**config.mk**
```make
export PLATFORM = sky130hd
export DESIGN_NAME = srbg_top
export DESIGN_NICKNAME = d
export VERILOG_FILES = /design/src/srbg_pkg.sv /design/src/srbg_top.sv /design/src/srbg_vote.sv
export SDC_FILE = /design/constraint.sdc
export NUM_CORES = 1
export LEC_CHECK = 0
export BUFFER_PORTS_ARGS = -buffer_cell sky130_fd_sc_hd__buf_2
export CAP_MARGIN = 30
export CORE_MARGIN = 3
export CORE_UTILIZATION = 47
export CTS_BUF_LIST = sky130_fd_sc_hd__clkbuf_8
export CTS_CLUSTER_DIAMETER = 40
export DETAILED_ROUTE_END_ITERATION = 6
export GPL_TIMING_DRIVEN = 0
export PLACE_DENSITY = 0.78
export SYNTH_ARGS = -nofsm -noshare
export SYNTH_HDL_FRONTEND = slang
export SYNTH_SLANG_ARGS = --single-unit
```
**constraint.sdc**
```tcl
create_clock -name pclk -period 1.85 [get_ports pclk]
set_clock_uncertainty 0.1 [all_clocks]
set_input_delay 0.2775 -clock pclk [delete_from_list [all_inputs] [get_ports pclk]]
set_output_delay 0.2775 -clock pclk [all_outputs]
set_load 0.005 [all_outputs]
```
**src/srbg_pkg.sv**
```systemverilog
// constants and types shared by the serial rate generator files
package srbg_pkg;
  localparam int ADDR_W = 12;
  localparam int DATA_W = 32;
  localparam int REG_W = 8;
  // register indices; the byte address is four times the index
  localparam logic [7:0] IDX_RX_CTRL = 8'h18;
  localparam logic [7:0] IDX_TX_CTRL = 8'h98;
  localparam logic [7:0] IDX_DIVISOR = 8'h99;
  localparam logic [7:0] IDX_GEN_STAT = 8'h9A;
  // transmit_status_control fields
  localparam int TX_CLOCK_SOURCE_SELECT = 7;
  localparam int TX_NINE_BIT = 6;
  localparam int TX_ENABLE = 5;
  localparam int TX_CLOCKED_MODE = 4;
  localparam int TX_HIGH_SPEED_SELECT = 2;
  localparam int TX_SHIFT_EMPTY = 1;
  localparam logic [REG_W-1:0] TX_CTRL_RESET = 8'h02;
  localparam logic [REG_W-1:0] TX_CTRL_WR_MASK = 8'hF5;
  // receive_status_control fields
  localparam int RX_PORT_ENABLE = 7;
  localparam int RX_STAT_LSB = 0;
  localparam int RX_STAT_W = 3;
  localparam logic [REG_W-1:0] RX_CTRL_RESET = 8'h00;
  localparam logic [REG_W-1:0] RX_CTRL_WR_MASK = 8'hF8;
  localparam logic [REG_W-1:0] DIVISOR_RESET = 8'h00;
  // generator status fields
  localparam int GS_LEVEL = 8;
  localparam int GS_MODE_LSB = 9;
  localparam int GS_PHASE_LSB = 16;
  // rate figures
  localparam int SYNC_PRESCALE = 4;
  localparam int OVS_LOW = 64;
  localparam int OVS_HIGH = 16;
  localparam int PRESC_W = 2;
  localparam int PHASE_W = 6;
  localparam int VOTE_SAMPLES = 3;

  typedef enum logic [1:0] {
    SRBG_ASYNC_LOW = 2'b00,
    SRBG_ASYNC_HIGH = 2'b01,
    SRBG_SYNC_MASTER = 2'b10,
    SRBG_SYNC_SLAVE = 2'b11
  } srbg_mode_t;

  typedef struct packed {
    logic psel;
    logic penable;
    logic pwrite;
    logic [ADDR_W-1:0] paddr;
    logic [DATA_W-1:0] pwdata;
  } srbg_apb_req_t;

  typedef struct packed {
    logic pready;
    logic pslverr;
    logic [DATA_W-1:0] prdata;
  } srbg_apb_rsp_t;

  typedef struct packed {
    logic sample;
    logic shift;
  } srbg_ticks_t;
endpackage : srbg_pkg

```
**src/srbg_top.sv**
```systemverilog
// serial rate generator: apb registers, divisor timer, rx majority vote
//
// Notes on behaviour
// RQ1: free-running 8-bit timer, period from divisor
// RQ2: high-speed select changes async rate
// RQ3: synchronous mode ignores high-speed select
// RQ4: async low speed: fosc/(64(x+1))
// RQ5: async high speed: fosc/(16(x+1))
// RQ6: synchronous: fosc/(4(x+1)), no fast variant
// RQ7: any divisor 0 to 255 accepted
// RQ8: divisor rate only as internal-clock master
// RQ9: divisor write clears the timer at once
// RQ10: three samples per bit, majority decides
// RQ11: software may prefer fast divider for accuracy
// RQ12: clocked-mode bit picks async or sync
// RQ13: async sample tick 16x or 64x bit rate
// RQ14: reload at terminal count, tick every x+1
//
// Added by the designer: register access over APB.
`timescale 1ns/1ps
`default_nettype none
module srbg_top #(
  parameter int DIV_W = 8,
  parameter int OVS_LO = srbg_pkg::OVS_LOW,
  parameter int OVS_HI = srbg_pkg::OVS_HIGH,
  parameter int PRESCALE = srbg_pkg::SYNC_PRESCALE
) (
  input wire logic pclk,
  input wire logic presetn,
  input wire srbg_pkg::srbg_apb_req_t apb_req,
  output srbg_pkg::srbg_apb_rsp_t apb_rsp,
  input wire logic receive_data_pin,
  input wire logic ext_shift_clk_pin,
  input wire logic tx_shift_empty,
  input wire logic [srbg_pkg::RX_STAT_W-1:0] rx_status,
  output srbg_pkg::srbg_ticks_t ticks,
  output logic rx_level,
  output logic [srbg_pkg::REG_W-1:0] tx_ctrl,
  output logic [srbg_pkg::REG_W-1:0] rx_ctrl
);
  localparam logic [srbg_pkg::PRESC_W-1:0] PRESC_LAST =
    srbg_pkg::PRESC_W'(PRESCALE - 1);
  localparam logic [srbg_pkg::PHASE_W-1:0] PH_LAST_LO =
    srbg_pkg::PHASE_W'(OVS_LO - 1);
  localparam logic [srbg_pkg::PHASE_W-1:0] PH_LAST_HI =
    srbg_pkg::PHASE_W'(OVS_HI - 1);
  localparam logic [srbg_pkg::PHASE_W-1:0] PH_MID_LO =
    srbg_pkg::PHASE_W'(OVS_LO / 2);
  localparam logic [srbg_pkg::PHASE_W-1:0] PH_MID_HI =
    srbg_pkg::PHASE_W'(OVS_HI / 2);
  localparam logic [srbg_pkg::PHASE_W-1:0] PH_ONE =
    srbg_pkg::PHASE_W'(1);

  // byte address of a register index
  function automatic logic [srbg_pkg::ADDR_W-1:0] reg_addr(input logic [7:0] idx);
    reg_addr = {2'b00, idx, 2'b00};
  endfunction : reg_addr

  // masked write of one byte register
  function automatic logic [srbg_pkg::REG_W-1:0] mask_wr(
    input logic [srbg_pkg::REG_W-1:0] old_v,
    input logic [srbg_pkg::REG_W-1:0] new_v,
    input logic [srbg_pkg::REG_W-1:0] mask
  );
    mask_wr = (old_v & ~mask) | (new_v & mask);
  endfunction : mask_wr

  // apb response state
  logic pready_ff;
  logic pslverr_ff;
  logic [srbg_pkg::DATA_W-1:0] prdata_ff;
  logic nxt_pready;
  logic nxt_pslverr;
  logic [srbg_pkg::DATA_W-1:0] nxt_prdata;

  // software registers
  logic [srbg_pkg::REG_W-1:0] tx_ctrl_ff;
  logic [srbg_pkg::REG_W-1:0] rx_ctrl_ff;
  logic [DIV_W-1:0] divisor_ff;
  logic [srbg_pkg::REG_W-1:0] nxt_tx_ctrl;
  logic [srbg_pkg::REG_W-1:0] nxt_rx_ctrl;
  logic [DIV_W-1:0] nxt_divisor;

  // generator state
  logic [srbg_pkg::PRESC_W-1:0] presc_ff;
  logic [DIV_W-1:0] cnt_ff;
  logic [srbg_pkg::PHASE_W-1:0] phase_ff;
  logic sample_tick_ff;
  logic shift_tick_ff;
  logic [srbg_pkg::PRESC_W-1:0] nxt_presc;
  logic [DIV_W-1:0] nxt_cnt;
  logic [srbg_pkg::PHASE_W-1:0] nxt_phase;
  logic nxt_sample_tick;
  logic nxt_shift_tick;

  // pin synchronisers
  logic rxd_s1_ff;
  logic rxd_s2_ff;
  logic eclk_s1_ff;
  logic eclk_s2_ff;
  logic eclk_s3_ff;

  // decode
  wire logic setup_phase;
  wire logic access_done;
  wire logic wr_done;
  wire logic hit_rx_ctrl;
  wire logic hit_tx_ctrl;
  wire logic hit_divisor;
  wire logic hit_gen_stat;
  wire logic hit_any;
  wire logic [srbg_pkg::REG_W-1:0] wr_byte;
  wire logic divisor_wr;
  wire logic [srbg_pkg::DATA_W-1:0] rd_word;
  wire logic [srbg_pkg::DATA_W-1:0] gen_stat_word;
  wire logic [srbg_pkg::REG_W-1:0] tx_ctrl_view;
  wire logic [srbg_pkg::REG_W-1:0] rx_ctrl_view;

  // mode and timing
  srbg_pkg::srbg_mode_t mode;
  wire logic clocked_mode;
  wire logic high_speed_select;
  wire logic clock_source_select;
  wire logic presc_done;
  wire logic base_tick;
  wire logic [srbg_pkg::PHASE_W-1:0] phase_last;
  wire logic [srbg_pkg::PHASE_W-1:0] phase_mid;
  wire logic phase_wrap;
  wire logic mid_window;
  wire logic ext_rise;
  wire logic vote_take;
  wire logic voted_level;

  assign setup_phase = apb_req.psel & ~apb_req.penable;
  assign access_done = apb_req.psel & apb_req.penable & pready_ff;
  assign wr_done = access_done & apb_req.pwrite;
  assign hit_rx_ctrl = apb_req.paddr == reg_addr(srbg_pkg::IDX_RX_CTRL);
  assign hit_tx_ctrl = apb_req.paddr == reg_addr(srbg_pkg::IDX_TX_CTRL);
  assign hit_divisor = apb_req.paddr == reg_addr(srbg_pkg::IDX_DIVISOR);
  assign hit_gen_stat = apb_req.paddr == reg_addr(srbg_pkg::IDX_GEN_STAT);
  assign hit_any = hit_rx_ctrl | hit_tx_ctrl | hit_divisor | hit_gen_stat;
  assign wr_byte = apb_req.pwdata[srbg_pkg::REG_W-1:0];
  assign divisor_wr = wr_done & hit_divisor;

  // shift-empty and receive flags belong to the shifters, shown live here
  assign tx_ctrl_view = {tx_ctrl_ff[srbg_pkg::REG_W-1:srbg_pkg::TX_SHIFT_EMPTY+1],
                         tx_shift_empty,
                         tx_ctrl_ff[srbg_pkg::TX_SHIFT_EMPTY-1:0]};
  assign rx_ctrl_view = {rx_ctrl_ff[srbg_pkg::REG_W-1:srbg_pkg::RX_STAT_W],
                         rx_status};

  assign gen_stat_word = {{(srbg_pkg::DATA_W-srbg_pkg::GS_PHASE_LSB-srbg_pkg::PHASE_W){1'b0}},
                          phase_ff,
                          {(srbg_pkg::GS_PHASE_LSB-srbg_pkg::GS_MODE_LSB-2){1'b0}},
                          mode,
                          voted_level,
                          {(srbg_pkg::GS_LEVEL-DIV_W){1'b0}},
                          cnt_ff};

  assign rd_word = hit_rx_ctrl ? {{(srbg_pkg::DATA_W-srbg_pkg::REG_W){1'b0}}, rx_ctrl_view} :
                   hit_tx_ctrl ? {{(srbg_pkg::DATA_W-srbg_pkg::REG_W){1'b0}}, tx_ctrl_view} :
                   hit_divisor ? {{(srbg_pkg::DATA_W-DIV_W){1'b0}}, divisor_ff} :
                   hit_gen_stat ? gen_stat_word :
                   '0;

  // one wait-free access phase: ready rises on the cycle after setup
  assign nxt_pready = setup_phase;
  assign nxt_pslverr = setup_phase & ~hit_any;
  assign nxt_prdata = setup_phase ? rd_word : prdata_ff;

  assign nxt_tx_ctrl = (wr_done & hit_tx_ctrl) ?
                       mask_wr(tx_ctrl_ff, wr_byte, srbg_pkg::TX_CTRL_WR_MASK) :
                       tx_ctrl_ff;
  assign nxt_rx_ctrl = (wr_done & hit_rx_ctrl) ?
                       mask_wr(rx_ctrl_ff, wr_byte, srbg_pkg::RX_CTRL_WR_MASK) :
                       rx_ctrl_ff;
  // every value 0..255 is legal, zero gives the fastest rate
  assign nxt_divisor = divisor_wr ? wr_byte[DIV_W-1:0] : divisor_ff; // RQ7

  assign clocked_mode = tx_ctrl_ff[srbg_pkg::TX_CLOCKED_MODE];
  assign high_speed_select = tx_ctrl_ff[srbg_pkg::TX_HIGH_SPEED_SELECT];
  assign clock_source_select = tx_ctrl_ff[srbg_pkg::TX_CLOCK_SOURCE_SELECT];

  always_comb
  begin
    if (!clocked_mode) // RQ12
    begin
      mode = high_speed_select ? srbg_pkg::SRBG_ASYNC_HIGH : srbg_pkg::SRBG_ASYNC_LOW; // RQ2
    end
    else
    begin
      // the speed bit is not consulted at all here
      mode = clock_source_select ? srbg_pkg::SRBG_SYNC_MASTER : srbg_pkg::SRBG_SYNC_SLAVE; // RQ3
    end
  end

  // async counts at the oscillator, sync through a divide-by-four prescaler
  assign presc_done = clocked_mode ? (presc_ff == PRESC_LAST) : 1'b1; // RQ6
  assign base_tick = presc_done & (cnt_ff == divisor_ff); // RQ14

  assign phase_last = high_speed_select ? PH_LAST_HI : PH_LAST_LO; // RQ13
  assign phase_mid = high_speed_select ? PH_MID_HI : PH_MID_LO;
  assign phase_wrap = phase_ff == phase_last;
  assign mid_window = (phase_ff == phase_mid - PH_ONE) |
                      (phase_ff == phase_mid) |
                      (phase_ff == phase_mid + PH_ONE);

  assign ext_rise = eclk_s2_ff & ~eclk_s3_ff;

  always_comb
  begin
    nxt_presc = presc_done ? '0 : presc_ff + srbg_pkg::PRESC_W'(1);
    nxt_cnt = base_tick ? '0 : (presc_done ? cnt_ff + DIV_W'(1) : cnt_ff); // RQ1
    nxt_phase = phase_ff;
    nxt_sample_tick = 1'b0;
    nxt_shift_tick = 1'b0;
    unique case (mode)
      srbg_pkg::SRBG_ASYNC_LOW,
      srbg_pkg::SRBG_ASYNC_HIGH:
      begin
        if (base_tick)
        begin
          nxt_sample_tick = 1'b1; // RQ13
          nxt_phase = phase_wrap ? '0 : phase_ff + PH_ONE;
          nxt_shift_tick = phase_wrap; // RQ4 RQ5
        end
      end
      srbg_pkg::SRBG_SYNC_MASTER:
      begin
        nxt_phase = '0;
        nxt_shift_tick = base_tick; // RQ6 RQ8
      end
      srbg_pkg::SRBG_SYNC_SLAVE:
      begin
        // outside clock paces the shifter; the divisor is not used
        nxt_phase = '0;
        nxt_shift_tick = ext_rise; // RQ8
      end
    endcase
    // a new divisor restarts the period from zero
    if (divisor_wr) // RQ9
    begin
      nxt_presc = '0;
      nxt_cnt = '0;
      nxt_phase = '0;
    end
  end

  // async votes on three sample ticks around mid-bit; sync on three clocks
  assign vote_take = clocked_mode ? 1'b1 : (base_tick & mid_window); // RQ10

  always_ff @(posedge pclk or negedge presetn)
  begin
    if (!presetn)
    begin
      pready_ff <= 1'b0;
      pslverr_ff <= 1'b0;
      prdata_ff <= '0;
    end
    else
    begin
      pready_ff <= nxt_pready;
      pslverr_ff <= nxt_pslverr;
      prdata_ff <= nxt_prdata;
    end
  end

  always_ff @(posedge pclk or negedge presetn)
  begin
    if (!presetn)
    begin
      tx_ctrl_ff <= srbg_pkg::TX_CTRL_RESET;
      rx_ctrl_ff <= srbg_pkg::RX_CTRL_RESET;
      divisor_ff <= DIV_W'(srbg_pkg::DIVISOR_RESET);
    end
    else
    begin
      tx_ctrl_ff <= nxt_tx_ctrl;
      rx_ctrl_ff <= nxt_rx_ctrl;
      divisor_ff <= nxt_divisor;
    end
  end

  always_ff @(posedge pclk or negedge presetn)
  begin
    if (!presetn)
    begin
      presc_ff <= '0;
      cnt_ff <= '0;
      phase_ff <= '0;
      sample_tick_ff <= 1'b0;
      shift_tick_ff <= 1'b0;
    end
    else
    begin
      presc_ff <= nxt_presc;
      cnt_ff <= nxt_cnt;
      phase_ff <= nxt_phase;
      sample_tick_ff <= nxt_sample_tick;
      shift_tick_ff <= nxt_shift_tick;
    end
  end

  // both pins are asynchronous to pclk
  always_ff @(posedge pclk or negedge presetn)
  begin
    if (!presetn)
    begin
      rxd_s1_ff <= 1'b1;
      rxd_s2_ff <= 1'b1;
      eclk_s1_ff <= 1'b0;
      eclk_s2_ff <= 1'b0;
      eclk_s3_ff <= 1'b0;
    end
    else
    begin
      rxd_s1_ff <= receive_data_pin;
      rxd_s2_ff <= rxd_s1_ff;
      eclk_s1_ff <= ext_shift_clk_pin;
      eclk_s2_ff <= eclk_s1_ff;
      eclk_s3_ff <= eclk_s2_ff;
    end
  end

  srbg_vote u_vote (
    .pclk(pclk),
    .presetn(presetn),
    .take(vote_take),
    .din(rxd_s2_ff),
    .level(voted_level)
  );

  assign apb_rsp.pready = pready_ff;
  assign apb_rsp.pslverr = pslverr_ff;
  assign apb_rsp.prdata = prdata_ff;
  assign ticks.sample = sample_tick_ff;
  assign ticks.shift = shift_tick_ff;
  assign rx_level = voted_level;
  assign tx_ctrl = tx_ctrl_ff;
  assign rx_ctrl = rx_ctrl_ff;
endmodule : srbg_top
`default_nettype wire

```
**src/srbg_vote.sv**
```systemverilog
// three-sample majority decision on the receive line
`timescale 1ns/1ps
`default_nettype none
module srbg_vote (
  input wire logic pclk,
  input wire logic presetn,
  input wire logic take,
  input wire logic din,
  output logic level
);
  logic [srbg_pkg::VOTE_SAMPLES-1:0] samp_ff;
  logic level_ff;
  logic [srbg_pkg::VOTE_SAMPLES-1:0] nxt_samp;
  logic nxt_level;

  function automatic logic maj3(input logic [2:0] s);
    maj3 = (s[0] & s[1]) | (s[0] & s[2]) | (s[1] & s[2]);
  endfunction : maj3

  assign nxt_samp = {samp_ff[srbg_pkg::VOTE_SAMPLES-2:0], din};
  // the level only moves when a sample is taken, so one glitch cannot flip it
  assign nxt_level = take ? maj3(nxt_samp) : level_ff; // RQ10

  always_ff @(posedge pclk or negedge presetn)
  begin
    if (!presetn)
    begin
      samp_ff <= '1;
      level_ff <= 1'b1;
    end
    else
    begin
      if (take)
      begin
        samp_ff <= nxt_samp;
      end
      level_ff <= nxt_level;
    end
  end

  assign level = level_ff;
endmodule : srbg_vote
`default_nettype wire

```
# Word-level counts from Yosys, hierarchy flattened
# Index checks and enable logic that the tools add are counted.
# classes
n_reduce_logical	4
mux	24
addsub	5
bitwise	26
n_eq_ne	14
# op_table
cell	n
$mux W22	4
$eq A12 B10 Y1 const B	3
$mux W6	5
$eq A6 B6 Y1	4
$mux W8	3
$and A1 B1 Y1	14
$add A6 B1 Y6 const B	2
$eq A12 B7 Y1 const B	1
$pmux W6 S2	1
$add A8 B1 Y8 const B	1
$eq A8 B8 Y1	1
$or A3 B8 Y8	1
$or A4 B8 Y8	1
$mux W1	7
$or A1 B1 Y1	7
$eq A2 B2 Y1 const B	3
$mux W2	3
$sub A6 B1 Y6 const B	1
$reduce_or A2 Y1	2
$ne A3 B3 Y1 const B	1
$not A1 Y1	3
$pmux W1 S3	1
$reduce_bool A3 Y1	1
$add A2 B1 Y2 const B	1
other kinds (2)	2
# totals
in_bits	55
register_bits	84
out_inout_bits	53

# Logic depth before layout (Yosys ltp)
# Gate-level depths: netlist (run 1).
# logic_depth
ltp_word	7
ltp_mapped	7

# By module
# From an unflattened synthesis (run 1), not the netlist that was laid out.
# hier_totals
cells_unflattened	314
area_unflattened_um2	3279.4
# modules_own_cells
module	cells_each	seq_area_each_um2	area_per_inst_um2	instances
srbg_top	305	1529.0	3158.0	1
srbg_vote	9	78.8	121.4	1

# Worst setup path after synthesis (run 1)
# OpenSTA, ideal clock, no wires.
# synth_timing
kind	input to register
start	in apb_req[36] (netlist name)
end	reg divisor_ff[0]
stages	5
setup_slack_ps	-154
n_path_buf	1
arrival_time_ps	1779
path_cell_list	and4bb_2 > nand4_1 > nor4b_4 > buf_4 > mux2_2
# synth_between
elab_chain_cells	2
# synth_lines
item	line_no	source
start: declaration	srbg_top.sv:30	input wire srbg_pkg::srbg_apb_req_t apb_req,
$eq A12 B10 Y1	srbg_top.sv:139	assign hit_divisor = apb_req.paddr == reg_addr(srbg_pkg::IDX_DIVISOR);
$and A1 B1 Y1	srbg_top.sv:143	assign divisor_wr = wr_done & hit_divisor;
end signal: assignment	srbg_top.sv:274	divisor_ff <= DIV_W'(srbg_pkg::DIVISOR_RESET);
end signal: assignment	srbg_top.sv:280	divisor_ff <= nxt_divisor;
end: declaration	srbg_top.sv:79	logic [DIV_W-1:0] divisor_ff;
# Every way passes these cells.
# A chain may end at the register's enable or synchronous reset.

# Worst setup path in the final report (run 1)
# layout_timing
start	reg cnt_ff[3]
end	reg phase_ff[3] (netlist name)
# layout_between
elab_chain_cells	3
# layout_lines
item	line_no	source
start: declaration	srbg_top.sv:86	logic [DIV_W-1:0] cnt_ff;
start signal: assignment	srbg_top.sv:297	cnt_ff <= nxt_cnt;
$eq A8 B8 Y1	srbg_top.sv:199	assign base_tick = presc_done & (cnt_ff == divisor_ff);
$and A1 B1 Y1	srbg_top.sv:199	
$ne A3 B3 Y1 (no line)	n/a	
end signal: assignment	srbg_top.sv:298	phase_ff <= nxt_phase;
end: declaration	srbg_top.sv:87	logic [srbg_pkg::PHASE_W-1:0] phase_ff;
# Every way passes these cells.

==> reports/summary.json, run 1 <==
{
  "power": {
    "power.density_mw_per_mm2": 761,
    "share_clk_of_total_power_pct": 40.6,
    "pwr-share-comb_pct": 14.9,
    "power.share.sequential_pct": 44.5,
    "switching_fraction_pct": 24.9,
    "internal_power_mw": 2.54,
    "worst_case_vdd_ir_drop_v": 0.000439,
    "cellLeakagePower_nw": 2.18,
    "p_switching_uw": 840
  },
  "layout": {
    "layout_commonest_cell": "buf_2",
    "antennaDiodeCount": 0,
    "nNetsFinal": 484,
    "sequential_cell_area_mm2": 0.00162,
    "post_route_cells_drive_above_1_share_pct": 44.5,
    "mostFrequentLayoutCells": "buf_2 (63), dfrtp_1 (53), buf_4 (47)",
    "area_of_combinational_cells_with_multiple_inputs_mm2": 0.00162,
    "n_fill_cell": 491,
    "layout.cells.non_filler": 522,
    "layout-area-overhead-vs-synth_pct": 34.7
  },
  "placed_design": {
    "hpwl_um": 5530,
    "gp_congestion": 0.820,
    "place.port_buffers": 61,
    "placedCellCount": 480
  },
  "clock_tree": {
    "cts-buffers-inserted": 9,
    "tritoncts": "built",
    "htreeDepth": 3,
    "clk_path_buf_depth": 2,
    "clk_transition_reported_paths_ns": 0.07,
    "insertion_delay_ns": 0.35,
    "clock-sinks": 64,
    "cts_root_buffer": "clkbuf_8"
  },
  "timing": {
    "worst_pin_slew_ns": 0.628,
    "finalSetupTns_ns": -0.249,
    "period_minus_slack_ns": 1.97,
    "final-setup-viol-count": 3,
    "unrepaired_setup_endpoints_after_global_routing": "true",
    "max_slew_margin_pct": 57.9,
    "final.setup.worst_slack_ns": -0.119,
    "finalMaxSlewViolations": 0,
    "final_hold_viol_count": 0,
    "fmaxAchievable_mhz": 508,
    "period_share_pct": 106
  },
  "hold_path": {
    "holdPathEnd": "divisor_ff[1]$_DFFE_PN0N_",
    "hold_wc_path_type": "input port to flip-flop",
    "count_of_cells_along_the_worst_hold_path": 2,
    "holdCritStartpoint": "apb_req[1]"
  },
  "worst_setup_path": {
    "path_max_fanout": 6,
    "cell_depth_of_the_worst_flop_to_flop_path": 5,
    "timing.critical_path.to_type": "flip-flop",
    "critical_path.reg2reg.endpoint": "phase_ff[3]$_DFFE_PN0P_",
    "worst_setup_path_start_kind": "flip-flop",
    "regToRegSetupSlack_ns": -0.12,
    "critical_path_class": "flip-flop to flip-flop",
    "critPathArrivalTime_ns": 2.14,
    "crit-reg2reg-launch": "cnt_ff[3]$_DFFE_PN0P_",
    "crit_required_ns": 2.02
  },
  "synthesis": {
    "post_synth.cell_area_avg_um2": 10.8,
    "syn-cell-area_mm2": 0.00330,
    "number_of_enable_flip_flop_cells_after_synthesis": 0,
    "synth_top_area_cell": "dfrtp_1",
    "synth_area_leaders": "dfrtp_1 (45%), mux2_2 (7.5%), buf_4 (5.7%)",
    "yosysUniqueCellTypes": 47,
    "yosysWarningCount": 0,
    "cell_count_after_synthesis": 306,
    "ys_seq_area_share_pct": 48.7,
    "yosysTopAreaCellShare_pct": 44.8,
    "synth-seq-cells": 64,
    "ys_async_sr_fraction_pct": 100,
    "dominantRegCellSynth": "dfrtp_1"
  },
  "floorplan": {
    "die_w_um": 89.8,
    "fp-row-count": 29,
    "floorplan.die_area_mm2": 0.00806,
    "ios": 108,
    "core_area_mm2": 0.00657,
    "initial_core_util_pct": 50.2,
    "dieHeight_um": 89.8
  },
  "grt": {
    "global_route_wire_length_before_repair_um": 13400,
    "gr-total-overflow": 0,
    "grt_max_degree": 27,
    "grt_pass1_vias": 2697,
    "antenna_found_initial": 0,
    "global_route.usage.total_pct": 20.6
  },
  "drt": {
    "drt_pass1_iterations": 5,
    "routed_via_density": 5.20,
    "post-route-drc-count": 0,
    "detail_route.wl_per_cell_um": 15.9,
    "vias": 2715,
    "postRouteAntennaNets": 0,
    "routed_wirelength_um": 8290,
    "drt_iter0_markers": 162
  },
  "status": {
    "status": "finished with violations",
    "violations": "negative setup slack"
  },
  "run": {
    "drv.max_cap_violation_count": 0
  }
}
[power by group through the flow]
stage / Sequential, mW / Combinational, mW / Clock [mW]
3_3_place_gp: 1.55 / 0.343 / 0
2_1_floorplan: 1.53 / 0.243 / 0
5_1_grt: 1.51 / 0.546 / 1.45
3_5_place_dp: 1.55 / 0.360 / 0
4_1_cts: 1.50 / 0.480 / 1.40
6_report: 1.50 / 0.503 / 1.37
[Yosys cell counts (6+ instances only)]
master	number
dfrtp_1	59
nor2_1	26
buf_4	25
mux2_2	22
nand2_1	19
a22o_1	16
clkbuf_1	11
a21oi_1	9
a22oi_1	9
nand2b_1	9
nand4_1	7
xor2_1	7
nand3_1	6
o41ai_1	6
xnor2_1	6
[metal layers]
metal	up-vias	track usage (%)	share of wire, %
li1	1290	-	-
met1	1317	26.7	45
met2	92	33.3	47
met3	16	4.84	5.5
met4	0	8.43	2.6
met5	-	0	0
[flip-flops by register name, indices dropped and copies added, names as in the netlist, 2 cells and up]
signal and count:
presc_ff 2, tx_ctrl 6, phase_ff 6, rx_ctrl 5
divisor_ff 8, prdata_ff 17, cnt_ff 8, u_vote.samp_ff 2
[critical path: stages, from the launching register on]
cell	delay [ns]
dfrtp_1	0.40
xnor2_1	0.19
nand4_1	0.15
or4_4	0.56
or3_4	0.36
a21oi_2	0.13
[layout make-up]
type                            instances  area share (%)
Buffer                                 37            5.58
Clock buffer                           11            3.41
Clock inverter                          5            1.77
Inverter                                5           0.423
Multi-Input combinational cell        215            36.6
Sequential cell                        64            36.4
Tap cell                               93            2.62
Timing Repair Buffer                   92            13.3
[cell families (layout without fill, tap and decap cells)]
family	after synthesis	after routing	share of synthesized area, %
other	2	20	0.228
adders and majority gates	6	6	2.20
buffers and inverters	45	150	8.31
muxes	23	23	7.81
xor gates and xnor gates	14	14	3.95
AOI/OAI and AO/OA	53	53	12.0
DFF	64	64	48.7
and+or+nand+nor	99	99	16.8
[metrics by stage]
stage	worst slack (ns)	instance area, µm²	hold slack (ns)	total power, mW	utilization, %
2_1_floorplan	-0.124	3410	-0.118	1.78	-
3_3_place_gp	-0.517	3830	0.233	1.89	58.3
3_5_place_dp	-0.556	3880	0.143	1.91	59.0
4_1_cts	-0.119	4330	0.0544	3.38	66.0
5_1_grt	-0.160	4440	0.0629	3.51	67.6
6_report	-0.119	4440	0.0664	3.38	67.6
[worst max path at each step]
stage                                end                      start  cells past startpoint
3_3_place_gp   divisor_ff[2]$_DFFE_PN0N_                apb_req[36]                      6
2_1_floorplan  divisor_ff[0]$_DFFE_PN0N_                apb_req[36]                      5
4_1_cts          phase_ff[0]$_DFFE_PN0P_  divisor_ff[1]$_DFFE_PN0N_                      5
3_5_place_dp      tx_ctrl[2]$_DFFE_PN0P_                apb_req[40]                      5
6_report         phase_ff[3]$_DFFE_PN0P_      cnt_ff[3]$_DFFE_PN0P_                      5
5_1_grt          phase_ff[0]$_DFFE_PN0P_      cnt_ff[3]$_DFFE_PN0P_                      5
[repair_timing]
action                                  CTS  global route
endpoints found under the setup margin   30            35
buffers inserted                         19             7
pin swaps                                 8            10
hold endpoints to repair                 15             0
resized for setup                        16            17
hold buffers                              3             0
Power figures use the tool's default switching activity.
==> inputs of run 2 (changes only) <==
--- a/config.mk
+++ b/config.mk
@@ -7,6 +7,7 @@
 export LEC_CHECK = 0
 export BUFFER_PORTS_ARGS = -buffer_cell sky130_fd_sc_hd__buf_2
 export CAP_MARGIN = 30
+export CORE_ASPECT_RATIO = 0.6
 export CORE_MARGIN = 3
 export CORE_UTILIZATION = 47
 export CTS_BUF_LIST = sky130_fd_sc_hd__clkbuf_8
==> reports/summary.json, run 2 (synthesis gave the netlist of run 1 again) <==
{
  "layout": {
    "largest_reg_flops": {"value": 17, "change": "unchanged"},
    "mostFrequentLayoutCells": "buf_2 (63), dfrtp_1 (54), buf_4 (46)",
    "post_route_cells_drive_above_1_share": {"value": 43.1, "unit": "%", "change": "-1.5 points"},
    "nNetsFinal": {"value": 480, "change": "-0.83%"},
    "finalCoreUtilization": {"value": 66.8, "unit": "%", "change": "-0.87 points"},
    "register_containing_the_most_flip_flops_in_the_final_layout": "prdata_ff",
    "stdcell_area": {"value": 0.00430, "unit": "mm²", "change": "-3.2%"},
    "layout-area-overhead-vs-synth_pct": 30.4,
    "reg.largest.list": "prdata_ff (17), cnt_ff (8), divisor_ff (8)",
    "layout_commonest_cell": "buf_2",
    "antennaDiodeCount": {"value": 0, "change": "unchanged"}
  },
  "timing": {
    "final.setup.worst_slack": {"value": -0.114, "unit": "ns", "change": "+0.00475 ns"},
    "worst_pin_slew": {"value": 0.770, "unit": "ns", "change": "+0.142 ns"},
    "final-setup-viol-count": {"value": 11, "change": "+8"},
    "final_hold_viol_count": {"value": 0, "change": "unchanged"},
    "max_slew_margin": {"value": 48.6, "unit": "%", "change": "-9.3 points"},
    "finalMaxSlewViolations": {"value": 0, "change": "unchanged"},
    "period_minus_slack": {"value": 1.96, "unit": "ns", "change": "-0.00475 ns"},
    "unrepaired_setup_endpoints_after_global_routing": "true",
    "period_share": {"value": 106, "unit": "%", "change": "-0.26 points"},
    "fmaxAchievable": {"value": 509, "unit": "MHz", "change": "+0.24%"}
  },
  "grt": {
    "global_route.usage.total": {"value": 21.3, "unit": "%", "change": "+0.70 points"},
    "gr-total-overflow": {"value": 0, "change": "unchanged"},
    "grt_max_degree": {"value": 36, "change": "+33%"},
    "antenna_found_initial": {"value": 0, "change": "unchanged"},
    "global_route_wire_length_before_repair": {"value": 13500, "unit": "µm", "change": "+1.3%"},
    "grt_pass1_vias": {"value": 2655, "change": "-1.6%"}
  },
  "floorplan": {
    "dieHeight": {"value": 70.9, "unit": "µm", "change": "-21%"},
    "fp-row-count": {"value": 22, "change": "-24%"},
    "floorplan.die_area": {"value": 0.00809, "unit": "mm²", "change": "+0.41%"},
    "die_w": {"value": 114, "unit": "µm", "change": "+27%"},
    "initial_core_util": {"value": 51.2, "unit": "%", "change": "+0.99 points"},
    "core_area": {"value": 0.00644, "unit": "mm²", "change": "-1.9%"},
    "ios": {"value": 108, "change": "unchanged"}
  },
  "clock_tree": {
    "tritoncts": "built",
    "cts_root_buffer": "clkbuf_8",
    "clk_path_buf_depth": {"value": 2, "change": "unchanged"},
    "clock-sinks": {"value": 64, "change": "unchanged"},
    "insertion_delay": {"value": 0.35, "unit": "ns", "change": "about the same"},
    "clk_transition_reported_paths": {"value": 0.07, "unit": "ns", "change": "about the same"},
    "cts-buffers-inserted": {"value": 9, "change": "unchanged"},
    "htreeDepth": {"value": 3, "change": "unchanged"}
  },
  "worst_setup_path": {
    "path_max_fanout": {"value": 5, "change": "-1"},
    "critical_path_class": "flip-flop to flip-flop",
    "crit_required": {"value": 2.03, "unit": "ns", "change": "about the same"},
    "critPathArrivalTime": {"value": 2.14, "unit": "ns", "change": "about the same"},
    "cell_depth_of_the_worst_flop_to_flop_path": {"value": 5, "change": "unchanged"},
    "worst_setup_path_start_kind": "flip-flop",
    "timing.critical_path.to_type": "flip-flop",
    "regToRegSetupSlack": {"value": -0.11, "unit": "ns", "change": "about the same"}
  },
  "drt": {
    "drt_pass1_iterations": {"value": 4, "change": "-1"},
    "vias": {"value": 2750, "change": "+1.3%"},
    "routed_via_density": {"value": 5.40, "change": "+3.9%"},
    "postRouteAntennaNets": {"value": 0, "change": "unchanged"},
    "routed_wirelength": {"value": 8480, "unit": "µm", "change": "+2.3%"},
    "drt_iter0_markers": {"value": 213, "change": "+31%"},
    "post-route-drc-count": {"value": 0, "change": "unchanged"},
    "detail_route.wl_per_cell": {"value": 16.7, "unit": "µm", "change": "+4.9%"}
  },
  "placed_design": {
    "gp_congestion": {"value": 0.859, "change": "+4.8%"},
    "dp_slack": {"value": -0.561, "unit": "ns", "change": "-0.00484 ns"},
    "hpwl": {"value": 5810, "unit": "µm", "change": "+5.0%"},
    "place.port_buffers": {"value": 61, "change": "unchanged"},
    "post_dp_cell_area": {"value": 0.00384, "unit": "mm²", "change": "-1.0%"}
  },
  "status": {
    "violations": "negative setup slack",
    "status": "finished with violations"
  },
  "power": {
    "cellLeakagePower": {"value": 2.12, "unit": "nW", "change": "-2.9%"},
    "worst_case_vdd_ir_drop": {"value": 0.000347, "unit": "V", "change": "-21%"},
    "power.density": {"value": 706, "unit": "mW/mm²", "change": "-7.2%"},
    "totalPowerFinal": {"value": 3.03, "unit": "mW", "change": "-10%"}
  },
  "hold_path": {
    "hold_wc_path_type": "input port to flip-flop",
    "count_of_cells_along_the_worst_hold_path": {"value": 2, "change": "unchanged"}
  },
  "run": {
    "drv.max_cap_violation_count": {"value": 0, "change": "unchanged"}
  }
}
==> run 2: changes by cell type in the layout (fill, tap and decap cells not counted), sizes merged <==
cell / previous run / this run
buf: 117 / 113
bufinv: 2 / 0
clkbuf: 20 / 18
clkinv: 3 / 2
clkinvlp: 0 / 2
inv: 5 / 8
==> run 2: final cells by class <==
class | count | area [µm²]
Inverter | 5 | 18.8
Fill cell | 489 | 2140
Timing Repair Buffer | 88 | 532
Multi-Input combinational cell | 215 | 1610
Tap cell | 84 | 105
Clock inverter | 7 | 41.3
Buffer | 37 | 251
Sequential cell | 64 | 1610
Clock buffer | 9 | 124
==> run 2: what timing repair did <==
item,CTS,global route
gates resized for setup,14,16
endpoints found under the hold margin,32,0
pin swaps,9,10
setup endpoints to repair,31,32
hold buffers,3,0
setup buffers,12,11
==> run 2: critical path: stages (launching register included) <==
cell and delay [ns]:
dfrtp_2 0.45, xnor2_2 0.18, nand4_1 0.16, or4_4 0.54, or3_4 0.35, a21oi_2 0.12
==> run 2: metrics by stage <==
step	cells	hold slack [ns]	setup TNS (ns)
after floorplan	324	-0.118	-1.17
after CTS	500	0.0570	-0.217
after detailed placement	470	0.243	-15.15
after global routing	509	0.0587	-1.10
after global placement	469	0.239	-12.99
final	509	0.0691	-0.379
==> run 2: metal layers <==
metal	track usage, %	wire length (µm)
met1	31.2	3980
met2	31.3	3880
met3	6.15	582
met4	5.01	46
met5	0	0
==> run 2: worst paths after layout <==
kind,to,from
setup reg to reg,phase_ff[3]$_DFFE_PN0P_,cnt_ff[5]$_DFFE_PN0P_
min in group asynchronous,prdata_ff[21]$_DFFE_PN0P_,presetn
setup / recovery,phase_ff[3]$_DFFE_PN0P_,cnt_ff[5]$_DFFE_PN0P_
hold reg to reg,eclk_s2_ff$_DFF_PN0_,eclk_s1_ff$_DFF_PN0_
hold / removal,divisor_ff[1]$_DFFE_PN0N_,apb_req[1]
max in group asynchronous,rxd_s1_ff$_DFF_PN1_,presetn
==> run 2: power breakdown <==
| group | internal, mW | switching (mW) | leakage [nW] |
|---|---|---|---|
| clock network | 0.475 | 0.550 | 0.0880 |
| logic | 0.257 | 0.232 | 1.20 |
| registers | 1.46 | 0.0595 | 0.835 |
| total | 2.19 | 0.842 | 2.12 |
